==> src/hdl/hsq_map.vh <==
// constants for the hot-swap fault sequencer: timing, widths, states
// assumes a 10 MHz core clock and comparator inputs already digitised
`ifndef HSQ_MAP_VH
`define HSQ_MAP_VH

// core clock rate in MHz (period 100 ns)
`define HSQ_CLK_MHZ        10
// accumulated overcurrent time that trips the breaker, in us
`define HSQ_TRIP_TIME_US   500
// trip count in core cycles: 500 us at 10 MHz, sized to the integrator
`define HSQ_TRIP_CYCLES    13'h1388
// restart hold time after a fault, in us (plain default)
`define HSQ_HOLD_TIME_US   100000
// restart hold count in core cycles: hold time at 10 MHz, sized to the timer
`define HSQ_HOLD_CYCLES    20'hf4240
// integrator decrement is this many times slower than increment
`define HSQ_DECAY_RATIO    128
// last value of the decay prescaler
`define HSQ_DECAY_LAST     7'h7f

// counter widths
`define HSQ_INT_W          13
`define HSQ_HOLD_W         20
`define HSQ_DECAY_W        7

// synchronised input vector layout
`define HSQ_IN_W           9
`define HSQ_IN_UV          0
`define HSQ_IN_OV          1
`define HSQ_IN_LOCK        2
`define HSQ_IN_LIMIT       3
`define HSQ_IN_SENSE_LOW   4
`define HSQ_IN_OUT_LOW     5
`define HSQ_IN_NEAR_FULL   6
`define HSQ_IN_HOT         7
`define HSQ_IN_COOL        8

// sequencer state codes
`define HSQ_ST_IDLE        2'h0
`define HSQ_ST_RUN         2'h1
`define HSQ_ST_FAULT       2'h2

`endif

==> src/hdl/hsq_sequencer.v <==
// hot-swap fault sequencer: decides pass-switch drive and power-good
// assumes digitised comparator levels, power-up drives resetn low
//
// Contract
// - undervoltage low switches the pass transistor off
// - current limit pulls drive down, releases after
// - integrate overcurrent, fault after 500us
// - decrement integrator 128 times slower
// - breaker trip latches fault, switches off
// - faults discharge drive with strong pulldown
// - overcurrent fault cleared by undervoltage toggle
// - restart waits hold time after fault
// - undervoltage low or overvoltage high disables
// - supply lockout keeps transistor off
// - start only with all conditions good
// - active-low variant pulls power-good when good
// - active-low variant releases power-good otherwise
// - active-high variant clamps until power good; pin released during reset and the first cycle after
// - thermal trip pulls drive low
// - thermal clear by toggle, then hold time
// - thermal restart only after cooling 20C
// - early reset request, restart deferred
// - power-good latched once output low, drive full
`timescale 1ns/1ps
`include "hsq_map.vh"

module hsq_sequencer #(
  parameter [`HSQ_INT_W-1:0]  TRIP_CYCLES = `HSQ_TRIP_CYCLES, // breaker trip count
  parameter [`HSQ_HOLD_W-1:0] HOLD_CYCLES = `HSQ_HOLD_CYCLES  // restart hold count
) (
  input  wire core_clk,                 // core clock, 10 MHz
  input  wire resetn,                   // synchronous reset, active low
  input  wire pg_active_high,           // variant strap, caught after reset
  input  wire undervoltage_input,       // high when above release level
  input  wire supply_high_trip_input,   // high while overvoltage
  input  wire supply_lockout_ok,        // high when above release level
  input  wire current_limit_hit,        // shunt at current limit threshold
  input  wire sense_below_start,        // shunt below start level
  input  wire output_low,               // output node below low threshold
  input  wire drive_near_full,          // drive close to full level
  input  wire thermal_trip,             // die at thermal trip threshold
  input  wire thermal_cool,             // die cooled below restart level
  input  wire power_good_output_in,     // sensed level of power-good pin
  output reg  power_good_output_out,    // power-good pin drive value
  output reg  power_good_output_oe,     // power-good pin pulldown enable
  output reg  drive_charge,             // charge current source on
  output reg  drive_regulate,           // regulation pulldown on
  output reg  drive_discharge,          // strong discharge on
  output reg  overcurrent_fault,        // latched breaker fault
  output reg  thermal_fault,            // latched thermal fault
  output reg  power_good                // latched power-good status
);

  // synchronised inputs
  wire [`HSQ_IN_W-1:0] raw_in;           // raw comparator levels
  wire [`HSQ_IN_W-1:0] sync_in;          // synchronised levels
  wire                 s_uv;             // undervoltage input, synced
  wire                 s_ov;             // overvoltage input, synced
  wire                 s_lock;           // lockout released, synced
  wire                 s_limit;          // at current limit, synced
  wire                 s_sense_low;      // shunt below start, synced
  wire                 s_out_low;        // output node low, synced
  wire                 s_near_full;      // drive near full, synced
  wire                 s_hot;            // thermal trip, synced
  wire                 s_cool;           // cooled enough, synced

  // sequencer state
  reg  [1:0]              state;         // current state
  reg  [1:0]              next_state;    // next state
  reg  [`HSQ_INT_W-1:0]   int_cnt;       // overcurrent integrator
  reg  [`HSQ_DECAY_W-1:0] decay_cnt;     // decay prescaler
  reg  [`HSQ_HOLD_W-1:0]  hold_cnt;      // restart hold timer
  reg                     hold_done;     // hold time has elapsed
  reg                     oc_latched;    // breaker fault latch
  reg                     th_latched;    // thermal fault latch
  reg                     wait_cool;     // waiting for die to cool
  reg                     uv_prev;       // last undervoltage level
  reg                     uv_low_seen;   // reset request accepted
  reg                     pg_latched;    // power-good latch
  reg                     variant_high;  // captured variant strap
  reg                     strap_taken;   // strap already captured

  // combinational helpers
  wire supply_ok;                        // uv high, ov low, lockout ok
  wire start_ok;                         // all start conditions hold
  wire oc_trip;                          // breaker trips this cycle
  wire th_event;                         // thermal trip this cycle
  wire uv_rise;                          // undervoltage rising edge
  wire clear_req;                        // toggle completes a reset
  wire next_pg;                          // next power-good latch

  assign raw_in[`HSQ_IN_UV]        = undervoltage_input;
  assign raw_in[`HSQ_IN_OV]        = supply_high_trip_input;
  assign raw_in[`HSQ_IN_LOCK]      = supply_lockout_ok;
  assign raw_in[`HSQ_IN_LIMIT]     = current_limit_hit;
  assign raw_in[`HSQ_IN_SENSE_LOW] = sense_below_start;
  assign raw_in[`HSQ_IN_OUT_LOW]   = output_low;
  assign raw_in[`HSQ_IN_NEAR_FULL] = drive_near_full;
  assign raw_in[`HSQ_IN_HOT]       = thermal_trip;
  assign raw_in[`HSQ_IN_COOL]      = thermal_cool;

  hsq_sync #(
    .W        (`HSQ_IN_W)
  ) u_sync (
    .core_clk (core_clk),
    .resetn   (resetn),
    .async_in (raw_in),
    .sync_out (sync_in)
  );

  assign s_uv        = sync_in[`HSQ_IN_UV];
  assign s_ov        = sync_in[`HSQ_IN_OV];
  assign s_lock      = sync_in[`HSQ_IN_LOCK];
  assign s_limit     = sync_in[`HSQ_IN_LIMIT];
  assign s_sense_low = sync_in[`HSQ_IN_SENSE_LOW];
  assign s_out_low   = sync_in[`HSQ_IN_OUT_LOW];
  assign s_near_full = sync_in[`HSQ_IN_NEAR_FULL];
  assign s_hot       = sync_in[`HSQ_IN_HOT];
  assign s_cool      = sync_in[`HSQ_IN_COOL];

  assign supply_ok = s_uv & ~s_ov & s_lock;

  assign start_ok = supply_ok & s_sense_low & ~oc_latched & ~th_latched
                  & hold_done & ~wait_cool & ~s_hot;

  // breaker trips on the last integrator step
  assign oc_trip = (state == `HSQ_ST_RUN) & s_limit
                 & (int_cnt == TRIP_CYCLES - 1'b1);

  // thermal trip acts in any state
  assign th_event = s_hot;

  // reset request edge on the undervoltage input
  assign uv_rise   = s_uv & ~uv_prev;
  assign clear_req = uv_rise & uv_low_seen;

  // sequencer next state
  always @*
  begin
    next_state = state;
    case (state)
      `HSQ_ST_IDLE:
      begin
        // lockout and window block the start
        if (th_event)
          next_state = `HSQ_ST_FAULT;
        else if (start_ok)
          next_state = `HSQ_ST_RUN;
      end
      `HSQ_ST_RUN:
      begin
        // breaker or thermal trip latches off
        if (oc_trip || th_event)
          next_state = `HSQ_ST_FAULT;
        else if (!supply_ok)
          next_state = `HSQ_ST_IDLE;
      end
      `HSQ_ST_FAULT:
      begin
        // restart waits in idle for the hold
        if (!oc_latched && !th_latched && !th_event)
          next_state = `HSQ_ST_IDLE;
      end
      default:
        next_state = `HSQ_ST_IDLE;
    endcase
  end

  assign next_pg = (next_state == `HSQ_ST_RUN)
                 & (pg_latched | (s_out_low & s_near_full));

  // state register and input history
  always @(posedge core_clk)
  begin
    if (!resetn)
    begin
      state   <= `HSQ_ST_IDLE;
      uv_prev <= 1'b0;
    end
    else
    begin
      state   <= next_state;
      uv_prev <= s_uv;
    end
  end

  // variant strap, caught on the first edge after release
  always @(posedge core_clk)
  begin
    if (!resetn)
    begin
      strap_taken  <= 1'b0;
      variant_high <= 1'b0;
    end
    else if (!strap_taken)
    begin
      strap_taken  <= 1'b1;
      variant_high <= pg_active_high;
    end
  end

  // overcurrent integrator with slow decay
  always @(posedge core_clk)
  begin
    if (!resetn)
    begin
      int_cnt   <= {`HSQ_INT_W{1'b0}};
      decay_cnt <= {`HSQ_DECAY_W{1'b0}};
    end
    else if (oc_trip)
    begin
      // start from empty after a trip
      int_cnt   <= {`HSQ_INT_W{1'b0}};
      decay_cnt <= {`HSQ_DECAY_W{1'b0}};
    end
    else if (state == `HSQ_ST_RUN && s_limit)
    begin
      int_cnt   <= int_cnt + 1'b1;
      decay_cnt <= {`HSQ_DECAY_W{1'b0}};
    end
    else if (int_cnt != {`HSQ_INT_W{1'b0}})
    begin
      // one step down per 128 ticks
      if (decay_cnt == `HSQ_DECAY_LAST)
        int_cnt <= int_cnt - 1'b1;
      decay_cnt <= decay_cnt + 1'b1;
    end
    else
      decay_cnt <= {`HSQ_DECAY_W{1'b0}};
  end

  // fault latches; a new fault wins over a clear
  always @(posedge core_clk)
  begin
    if (!resetn)
    begin
      oc_latched  <= 1'b0;
      th_latched  <= 1'b0;
      wait_cool   <= 1'b0;
      uv_low_seen <= 1'b0;
    end
    else
    begin
      if (oc_trip)
        oc_latched <= 1'b1;
      // cleared by a low then high undervoltage
      else if (clear_req)
        oc_latched <= 1'b0;
      if (th_event)
        th_latched <= 1'b1;
      else if (clear_req)
        th_latched <= 1'b0;
      if (th_event)
        wait_cool <= 1'b1;
      else if (s_cool)
        wait_cool <= 1'b0;
      // low level taken as request at once
      if ((oc_latched || th_latched) && !s_uv)
        uv_low_seen <= 1'b1;
      else if (uv_rise)
        uv_low_seen <= 1'b0;
    end
  end

  // restart hold timer
  always @(posedge core_clk)
  begin
    if (!resetn)
    begin
      hold_cnt  <= {`HSQ_HOLD_W{1'b0}};
      hold_done <= 1'b1;
    end
    else if (oc_trip || (th_event && !th_latched))
    begin
      hold_cnt  <= {`HSQ_HOLD_W{1'b0}};
      hold_done <= 1'b0;
    end
    else if (clear_req && th_latched)
    begin
      hold_cnt  <= {`HSQ_HOLD_W{1'b0}};
      hold_done <= 1'b0;
    end
    else if (!hold_done)
    begin
      if (hold_cnt == HOLD_CYCLES - 1'b1)
        hold_done <= 1'b1;
      hold_cnt <= hold_cnt + 1'b1;
    end
  end

  // registered drive and status outputs
  always @(posedge core_clk)
  begin
    if (!resetn)
    begin
      drive_charge          <= 1'b0;
      drive_regulate        <= 1'b0;
      drive_discharge       <= 1'b1;
      pg_latched            <= 1'b0;
      power_good            <= 1'b0;
      overcurrent_fault     <= 1'b0;
      thermal_fault         <= 1'b0;
      power_good_output_out <= 1'b0;
      power_good_output_oe  <= 1'b0;
    end
    else
    begin
      // regulate while at limit, charge otherwise
      drive_charge    <= (next_state == `HSQ_ST_RUN) & ~s_limit;
      drive_regulate  <= (next_state == `HSQ_ST_RUN) & s_limit;
      drive_discharge <= (next_state != `HSQ_ST_RUN);
      pg_latched      <= next_pg;
      power_good      <= next_pg;
      overcurrent_fault <= oc_latched | oc_trip;
      thermal_fault     <= th_latched | th_event;
      // open-drain pin only ever pulls low
      power_good_output_out <= 1'b0;
      // active-high variant clamps when not good
      if (variant_high)
        power_good_output_oe <= ~next_pg;
      else
        power_good_output_oe <= next_pg;
    end
  end

endmodule // hsq_sequencer

==> src/hdl/hsq_sync.v <==
// two-flop synchroniser for a vector of comparator and monitor levels
// assumes each bit is an independent level; no bus coherence implied
`timescale 1ns/1ps

module hsq_sync #(
  parameter W = 9                          // number of bits
) (
  input  wire         core_clk,            // core clock
  input  wire         resetn,              // synchronous reset, active low
  input  wire [W-1:0] async_in,            // raw levels
  output wire [W-1:0] sync_out             // synchronised levels
);

  genvar gi;

  // one two-stage chain per bit; stage one feeds only stage two
  generate
    for (gi = 0; gi < W; gi = gi + 1)
    begin : g_bit
      reg stage1;                           // metastability catcher
      reg stage2;                           // settled copy
      always @(posedge core_clk)
      begin
        if (!resetn)
        begin
          stage1 <= 1'b0;
          stage2 <= 1'b0;
        end
        else
        begin
          stage1 <= async_in[gi];
          stage2 <= stage1;
        end
      end
      assign sync_out[gi] = stage2;
    end
  endgenerate

endmodule // hsq_sync

==> config.mk <==
export PLATFORM = sky130hd
export DESIGN_NAME = hsq_sequencer
export DESIGN_NICKNAME = d
export VERILOG_FILES = /design/src/hdl/hsq_sequencer.v /design/src/hdl/hsq_sync.v
export VERILOG_INCLUDE_DIRS = /design/src /design/src/hdl
export SDC_FILE = /design/constraint.sdc
export NUM_CORES = 1
export LEC_CHECK = 0
export ABC_CLOCK_PERIOD_IN_PS = 6100
export BUFFER_PORTS_ARGS = -buffer_cell sky130_fd_sc_hd__buf_2
export CORE_MARGIN = 2
export CORE_UTILIZATION = 58
export DETAILED_ROUTE_END_ITERATION = 10
export GPL_TIMING_DRIVEN = 1
export PLACE_DENSITY_LB_ADDON = 0.05
export SYNTH_ARGS = -nofsm -noshare
export SYNTH_HDL_FRONTEND = slang
export SYNTH_SLANG_ARGS = --single-unit
==> constraint.sdc <==
create_clock -name core_clk -period 6.1 [get_ports core_clk]
set_clock_uncertainty 0.15 [all_clocks]
set_input_delay 0.305 -clock core_clk [delete_from_list [all_inputs] [get_ports core_clk]]
set_output_delay 0.305 -clock core_clk [all_outputs]
set_load 0.02 [all_outputs]
==> Yosys cells after proc, flatten, opt, wreduce, memory -nomap -nowiden <==
Cells that the tools add are included.
W data, S select, Z words.
{ "totals": {"reg_bits": 75, "inputBits": 13, "wordCells": 124} }
{ "classes": {"add_sub_neg": 4, "eq_ne": 7, "n_mux": 22, "n_bitwise": 29, "reduce_logical": 25} }
{ "ops": {"columns": ["operator", "n"], "rows": [
  ["$mux W13", 3],
  ["$add A20 B1 Y20 const B", 1],
  ["$eq A20 B20 Y1 const B", 1],
  ["$and A1 B1 Y1", 16],
  ["$add A13 B1 Y13 const B", 1],
  ["$eq A13 B13 Y1 const B", 1],
  ["$mux W1", 13],
  ["$reduce_bool A13 Y1", 1],
  ["$sub A13 B1 Y13 const B", 1],
  ["$reduce_bool A2 Y1", 6],
  ["$mux W2", 5],
  ["$not A1 Y1", 10],
  ["$add A7 B1 Y7 const B", 1],
  ["$eq A7 B7 Y1 const B", 1],
  ["$logic_and A1 B1 Y1", 6],
  ["$pmux W2 S3", 1],
  ["$eq A2 B1 Y1 const B", 2],
  ["$logic_not A1 Y1", 4],
  ["$reduce_or A4 Y1", 1],
  ["$logic_or A1 B1 Y1", 3],
  ["$or A1 B1 Y1", 3],
  ["$reduce_or A3 Y1", 1],
  ["$eq A2 B2 Y1 const B", 1],
  ["$logic_not A2 Y1", 1],
  ["3 further kinds", 3]
]} }

==> Longest topological paths before layout <==
Gate-level depths: netlist of the first run.
{ "depth": {"word_depth": 16, "depth_mapped": 10, "mapped_depth_nobuf": 9} }

==> Modules after synthesis <==
From an unflattened synthesis of the first run, not the netlist that was laid out.
{ "hier_totals": {"cells_unflattened": 361, "area_unflattened_um2": 3380.7} }
{ "by_module_without_submodules": {"columns": ["mod", "n_inst", "cells_per_inst", "area_per_inst_um2", "seq_area_each_um2"], "rows": [
  ["hsq_sequencer", 1, 315, 2811.4, 1141.1],
  ["hsq_sync", 1, 46, 569.3, 360.3]
]} }

==> Worst setup path before layout of the first run <==
No wires, ideal clock.
{ "synth_path": {"kind": "flip-flop to flip-flop", "startpoint": "register u_sync.g_bit[3].stage2", "endpoint": "register int_cnt[11]", "setup_time_ps": 127, "arrival_ps": 2095, "t_required_ps": 5823, "setup_slack_ps": 3728, "stages_incl_launch_ff": 10, "n_path_buf": 0, "cell_sequence": "dfxtp_1 -> nand2_1 -> nor2_4 -> inv_2 -> ha_1 -> o211ai_1 -> o211ai_2 -> nor3b_1 -> o2111a_1 -> or3_1"} }
{ "synth_between": {"elab_chain_cells": 3, "elab_cells_between_ends": 8, "classes_between": "mux (1); bitwise (2); reduce/logical (5)"} }
{ "synth_lines": {"columns": ["element", "line", "rtl"], "rows": [
  ["start: declaration", "hsq_sync.v:21", "reg stage2;"],
  ["start signal: assignment", "hsq_sync.v:32", "stage2 <= stage1;"],
  ["$and A1 B1 Y1 or $logic_and A1 B1 Y1 (tied branches)", "hsq_sequencer.v:127, hsq_sequencer.v:216", null],
  ["$and A1 B1 Y1 or $reduce_bool A2 Y1 (tied branches)", null, null],
  ["$reduce_or A2 Y1 (no source line) or $reduce_and A2 Y1 (tied branches)", null, null],
  ["end signal: assignment", "hsq_sequencer.v:207", "int_cnt <= {`HSQ_INT_W{1'b0}};"],
  ["end signal: assignment", "hsq_sequencer.v:213", "int_cnt <= {`HSQ_INT_W{1'b0}};"],
  ["end signal: assignment", "hsq_sequencer.v:218", "int_cnt <= int_cnt + 1'b1;"],
  ["end: declaration", "hsq_sequencer.v:70", "reg [`HSQ_INT_W-1:0] int_cnt;"]
]} }
Several ways; a longest one is shown, not always the timed one.
A chain may end at the register's enable or synchronous reset.

==> Final worst setup path of the first run <==
{ "layout_path": {"startpoint": "register state[0]", "endpoint": "register int_cnt[11]"} }
{ "layout_between": {"elab_chain_cells": 4, "elab_cells_between_ends": 9, "classes_between": "eq/ne (1); mux (1); bitwise (2); reduce/logical (5)"} }
{ "layout_lines": {"columns": ["element", "line", "rtl"], "rows": [
  ["start: declaration", "hsq_sequencer.v:68", "reg [1:0] state;"],
  ["start signal: assignment", "hsq_sequencer.v:177", "state <= `HSQ_ST_IDLE;"],
  ["start signal: assignment", "hsq_sequencer.v:182", "state <= next_state;"],
  ["$eq A2 B1 Y1 (*)", null, null],
  ["$and A1 B1 Y1 or $logic_and A1 B1 Y1 (tied branches)", "hsq_sequencer.v:127, hsq_sequencer.v:216", null],
  ["$and A1 B1 Y1 or $reduce_bool A2 Y1 (tied branches)", null, null],
  ["$reduce_or A2 Y1 (no source line) or $reduce_and A2 Y1 (tied branches)", null, null]
]} }
Mark *: on every way between the ends. The rest lies on a longest branch, timed or not.

==> impl_metrics.toml, run 1 <==
[status]
outcome = "finished, final reports clean"

[placed_design]
dp_hpwl_um = 4310
port-buffer-count = 18
gp_congestion = 0.801

[sta]
finalHoldViolations = 0
rsz0062_at_grt = "no"
max_freq_ghz = 0.372
finalCritPeriodShare = 0.441
setup_viol = 0
period_needed_ns = 2.69
slew_headroom = 0.383
tightest_slew_ns = 0.920
finalSetupTns_ns = 0
maxSlewViolCount = 0

[pwr]
ir_drop_v = 0.000190
p_sw_frac = 0.214
power_mw = 0.963
internal_power_mw = 0.757
seqPwrFrac = 0.524
switching_power_mw = 0.206
p_comb_frac = 0.028
power_density_nw_per_um2 = 253
clkPwrFrac = 0.448
leakage_nw = 1.49

[layout]
drive_gt1_frac = 0.129
antenna-diode-count = 0
nFillCells = 506
nNetsFinal = 424
multi_input_area_sq_um = 1850
syn_to_final_growth_pct = 8.36
register_area_sq_um = 1500

[drt]
via_per_inst = 5.47
drt-total-wl_um = 6290
ant_nets = 0
wl_per_cell_um = 13.2
num_vias = 2611
drc = 0
drt_iter0_drc = 124
drt_first_pass_iters = 4

[clocking]
numClockSinks = 75
cts_tree = "built"
cts_setup_buffers = 0
cts_buffers = 9
clock_latency_ns = 0.34
cts_htree_levels = 3
cts_max_path_buffers = 2
ctsHoldBuffers = 0
path_clk_slew_ns = 0.08
cts_resized = 0
root_buffer = "clkbuf_8"

[floorplanning]
io_pins = 21
dieWidth_um = 81.9
rows = 28
start_util = 0.598
core_area_sq_um = 5890
die_h_um = 81.9
dieArea_sq_um = 6710

[yosys]
avgSynthCellArea_sq_um = 9.16
synth-edff-count = 0
syn_inst = 384
async_reset_ff_frac = 0
synth_seq_cells = 75
yosys.area.top_type_share = 0.427
ys_seq_area_frac = 0.427
yosys_warnings = 0
ys_top_cells_by_area = "dfxtp_1 43%, xnor2_1 5.2%, ha_1 4.6%, nor2_1 4.5%, and2_1 3.9%"
synth_commonest_cells = "75 x dfxtp_1, 42 x nor2_1, 32 x nand2_1"
syn_area_sq_um = 3520
post_synth_num_cell_types = 65
yosysTopAreaCell = "dfxtp_1"
mappedNetlistNets = 411
synthFlopType = "dfxtp_1"
yosysMostFrequentCell = "dfxtp_1"

[run]
drv_cap = 0

[global_routing]
first_global_vias = 2395
grt_max_degree = 39
grt_overflow = 0
gr-usage-all-layers = 0.205
antenna_found_initial = 0
grt_pass1_wl_um = 10600

[critical_path]
crit_path_max_fanout = 19
start_kind = "flop"
worst_setup_path_end_kind = "flop"
worst_ep_required_time_ns = 6.17
arrival_ns = 2.76
criticalPathCategory = "flop to flop"

[worst_hold_path]
hold_path.class = "primary input to flop"
[through the flow]
stage               area [sq um]  setup slack, ns  hold WS [ns]  instances   util
global route                3810             3.25        0.0143        477  0.648
detailed placement          3580             3.47         0.270        461  0.608
CTS                         3810             3.43      0.000464        477  0.648
floorplan                   3520             3.73         0.183        384      -
finish                      3810             3.41        0.0143        477  0.648
global placement            3580             3.49         0.263        461  0.608
[cell families (layout without fill, tap and decap cells)]
| kind of cell | after synthesis | in the layout | synth area share |
|---|---|---|---|
| AND/OR/NAND/NOR | 166 | 166 | 0.251 |
| flip-flops | 75 | 75 | 0.427 |
| AO/OA/AOI/OAI | 66 | 66 | 0.135 |
| XOR/XNOR | 31 | 31 | 0.0772 |
| buffers and inverters | 28 | 46 | 0.0484 |
| adder cells (fa/ha/maj) | 14 | 14 | 0.0519 |
| multiplexers | 3 | 3 | 0.00854 |
| other | 1 | 1 | 0.00107 |
[worst max-delay path: stages (launching register included)]
cell	delay (ns)
dfxtp_1	0.37
nand2_1	0.10
nor2_4	0.12
inv_2	0.17
ha_1	0.34
a211oi_2	0.34
o211ai_2	0.18
nor3b_1	0.19
o2111a_1	0.24
or3_1	0.37
[power groups by stage]
stage	sequential, mW	combinational [mW]	clock, mW
2_1_floorplan	0.515	0.0213	0
3_3_place_gp	0.516	0.0270	0
3_5_place_dp	0.516	0.0276	0
4_1_cts	0.504	0.0278	0.442
5_1_grt	0.505	0.0313	0.458
6_report	0.504	0.0273	0.431
[flip-flops by register name (all words and copies together) (netlist names), 2 cells and up]
name                 count
int_cnt                 13
state                    2
u_sync.g_bit.stage2      9
decay_cnt                7
hold_cnt                20
u_sync.g_bit.stage1      9
[path summary, 6_finish.rpt]
check,start,slack (ns),depth (start not counted),endpoint
worst max register to register,state[0],3.41,9,int_cnt[11]
worst max-delay path,state[0],3.41,9,int_cnt[11]
worst min-delay path,sense_below_start,0.01,2,u_sync.g_bit[4].stage1
worst min register to register,u_sync.g_bit[1].stage1,0.28,1,u_sync.g_bit[1].stage2
[cells in the final DEF (no fill, tap or decap), types with 10 or more instances in the layout]
master    netlist  layout
a21oi_1        19      19
ha_1           13      13
dfxtp_1        75      75
nor2_1         42      42
buf_2           4      18
xor2_1         10      10
inv_1          10      10
xnor2_1        21      21
nand3_1        12      12
nand2_1        32      32
and2_1         22      22
clkbuf_8        2      10
[layout make-up]
type | count | share of cell area
Inverter | 11 | 0.0108
Clock buffer | 10 | 0.0361
Sequential cell | 75 | 0.394
Multi-Input combinational cell | 281 | 0.484
Tap cell | 75 | 0.0246
Timing Repair Buffer | 19 | 0.0256
Clock inverter | 6 | 0.0246
[routing by layer]
| layer | track usage | wire length [um] | vias to the layer above |
|---|---|---|---|
| li1 | - | - | 1350 |
| met1 | 0.282 | 3170 | 1223 |
| met2 | 0.313 | 2880 | 29 |
| met3 | 0.0440 | 156 | 9 |
| met4 | 0.0833 | 89 | 0 |
| met5 | 0 | 0 | - |
Note: power is estimated with default switching activity, not from simulation.
==> run 2, diff against run 1 <==
- ABC_AREA: not set -> 1
- ABC_CLOCK_PERIOD_IN_PS: 6100 -> 2600
- clock period: 6.1 -> 2.6 ns (I/O delays scaled with it)
==> run 2 against run 1 <==
  * Highest routed layer unchanged
  * First-iteration DRC count rose by 46%
  * Cell area rose by 5.6%
  * Critical path depth rose by 2
  * Via count rose by 12%
  * Final cell count rose by 26%
  * Hold slack barely moved
  * Flip-flop and latch count did not move
  * Largest cell class unchanged
  * Non-clock buffer count rose by 9
  * Power rose by 130%
  * Global-route usage rose by 0.31 points
  * Area after synthesis rose by 1.8%
==> impl_metrics.toml, run 2 <==
[critical_path]
start_kind = "flop"
arrival_ns = 2.37
worst_ep_required_time_ns = 2.69
slowest_delay_ns = 0.46
path_common_cell = "nand2_1"
slowest_stage = "ha_1"
worst_setup_path_end_kind = "flop"
path_cells = "nand3_4, ha_1, a21o_1, nand2_1, nand3_1, nand2_1, nand2_1, nand2_1, nand3_1, nand2_1, inv_1"
crit_path_max_fanout = 16
criticalPathCategory = "flop to flop"

[floorplanning]
die_h_um = 82.6
dieArea_sq_um = 6820
start_util = 0.601
io_pins = 21
core_area_sq_um = 5960
rows = 28
dieWidth_um = 82.6

[drt]
drt_iter0_drc = 181
wl_per_cell_um = 10.5
drc = 0
via_per_inst = 4.89
drt_first_pass_iters = 4
ant_nets = 0
num_vias = 2933
drt-total-wl_um = 6330

[yosys]
mappedNetlistNets = 516
synth_seq_cells = 75
yosys_warnings = 0
post_synth_num_cell_types = 39
synth-edff-count = 0
ys_top_cells_by_area = "dfxtp_1 42%, nand2_1 11%, inv_1 7.5%, nor2_1 6.9%, a21oi_1 4.6%"
async_reset_ff_frac = 0
synth_commonest_cells = "108 x nand2_1, 75 x dfxtp_1, 72 x inv_1"
syn_area_sq_um = 3580
yosysTopAreaCell = "dfxtp_1"
yosys.area.top_type_share = 0.419
avgSynthCellArea_sq_um = 7.32
ys_seq_area_frac = 0.419
syn_inst = 489
synthFlopType = "dfxtp_1"
yosysMostFrequentCell = "nand2_1"

[pwr]
leakage_nw = 1.91
power_density_nw_per_um2 = 545
power_mw = 2.19
ir_drop_v = 0.000405

[sta]
slew_headroom = 0.660
rsz0062_at_grt = "no"
finalHoldViolations = 0
setup_viol = 0
tightest_slew_ns = 0.509
finalSetupTns_ns = 0
finalCritPeriodShare = 0.878
max_freq_ghz = 0.438
whs_ns = 0.0148
period_needed_ns = 2.28
worst_slack_ns = 0.317
maxSlewViolCount = 0

[clocking]
cts_htree_levels = 3
cts_buffers = 9
cts_max_path_buffers = 2
clock_latency_ns = 0.34
path_clk_slew_ns = 0.09
cts_setup_buffers = 0
root_buffer = "clkbuf_8"
cts_tree = "built"
numClockSinks = 75

[layout]
nNetsFinal = 547
final_cell_area_sq_um = 4030
syn_to_final_growth_pct = 12.4
antenna-diode-count = 0
register_area_sq_um = 1500
multi_input_area_sq_um = 1750
final_cell_mix = "108 x nand2_1, 75 x dfxtp_1, 72 x inv_1"
post-route-util = 0.676
nFillCells = 521
largest_reg_flops = 20
mostFrequentLayoutCell = "nand2_1"
drive_gt1_frac = 0.105
regMostFlops = "hold_cnt"
top_regs = "hold_cnt: 20 flops, int_cnt: 13 flops"
final_cell_count_no_fill = 600

[global_routing]
grtUsageMet3 = 0.0348
first_global_vias = 2652
antenna_found_initial = 0
grt_overflow = 0
grt_max_degree = 29
use_met1 = 0.271
busiest_layer = "met2"
grtUsageMet2 = 0.343
grt_pass1_wl_um = 11100
gr-usage-all-layers = 0.208

[worst_hold_path]
hold_path.class = "primary input to flop"

[placed_design]
dp_hpwl_um = 4530
dp_slack_ns = 0.352
place_area_sq_um = 3720
gp_congestion = 0.821
dp_cells = 574
port-buffer-count = 18

[run]
drv_cap = 0

[status]
outcome = "finished, final reports clean"
-- run 2: changes by cell type in the layout (fill, tap and decap cells not counted), sizes merged, moves of 8 or more --
| cell | before | now |
|---|---|---|
| dlygate4sd3 | 0 | 10 |
| nor4 | 9 | 1 |
| and2 | 22 | 0 |
| nand3 | 13 | 27 |
| inv | 13 | 80 |
| xnor2 | 21 | 7 |
| nor2 | 43 | 69 |
| nand2 | 33 | 113 |
| a21oi | 19 | 35 |
-- run 2: path summary, 6_finish.rpt --
check	startpoint	endpoint	slack [ns]	cells after the start
hold / removal	resetn	strap_taken	0.01	1
setup reg to reg	state[0]	int_cnt[9]	0.32	11
setup / recovery	state[0]	int_cnt[9]	0.32	11
hold reg to reg	u_sync.g_bit[3].stage1	u_sync.g_bit[3].stage2	0.26	2
-- run 2: power breakdown --
part           internal, mW  total, mW  switching, mW  leakage [nW]
clock                 0.460      0.920          0.460        0.0988
combinational        0.0357     0.0861         0.0504          1.20
sequential             1.17       1.19         0.0156         0.610
-- run 2: kinds of logic after synthesis --
family	after synthesis	share of synthesized area
buf+inv	84	0.0929
fa+ha+maj	14	0.0510
other cells	1	0.00105
flops	75	0.419
compound gates	58	0.0905
xor+xnor	20	0.0489
simple gates	237	0.296
-- run 2: timing repair --
| item | 4_1_cts | 5_1_grt |
|---|---|---|
| hold buffers | 10 | 0 |
| hold endpoints to repair | 10 | 0 |
| resized for setup | 0 | 0 |
-- run 2: final cells by class --
class	count	share of cell area
multi-input combinational	330	0.434
sequential	75	0.373
inverter	76	0.0715
timing repair buffer	28	0.0472
clock buffer	9	0.0308
tap	75	0.0233
clock inverter	7	0.0205
-- run 2: layer usage --
| layer | vias to the layer above | wire length, um |
|---|---|---|
| met5 | - | 0 |
| met4 | 0 | 53 |
| met3 | 6 | 214 |
| met2 | 50 | 2930 |
| met1 | 1274 | 3120 |
| li1 | 1603 | - |
-- run 2: worst max-delay path, delay by kind of cell, from the launching register on --
family                   cells  cell delay (ns)
AO/OA/AOI/OAI                1             0.22
adder cells (fa/ha/maj)      1             0.46
buffers and inverters        1             0.03
flip-flops                   1             0.44
AND/OR/NAND/NOR              8             0.87
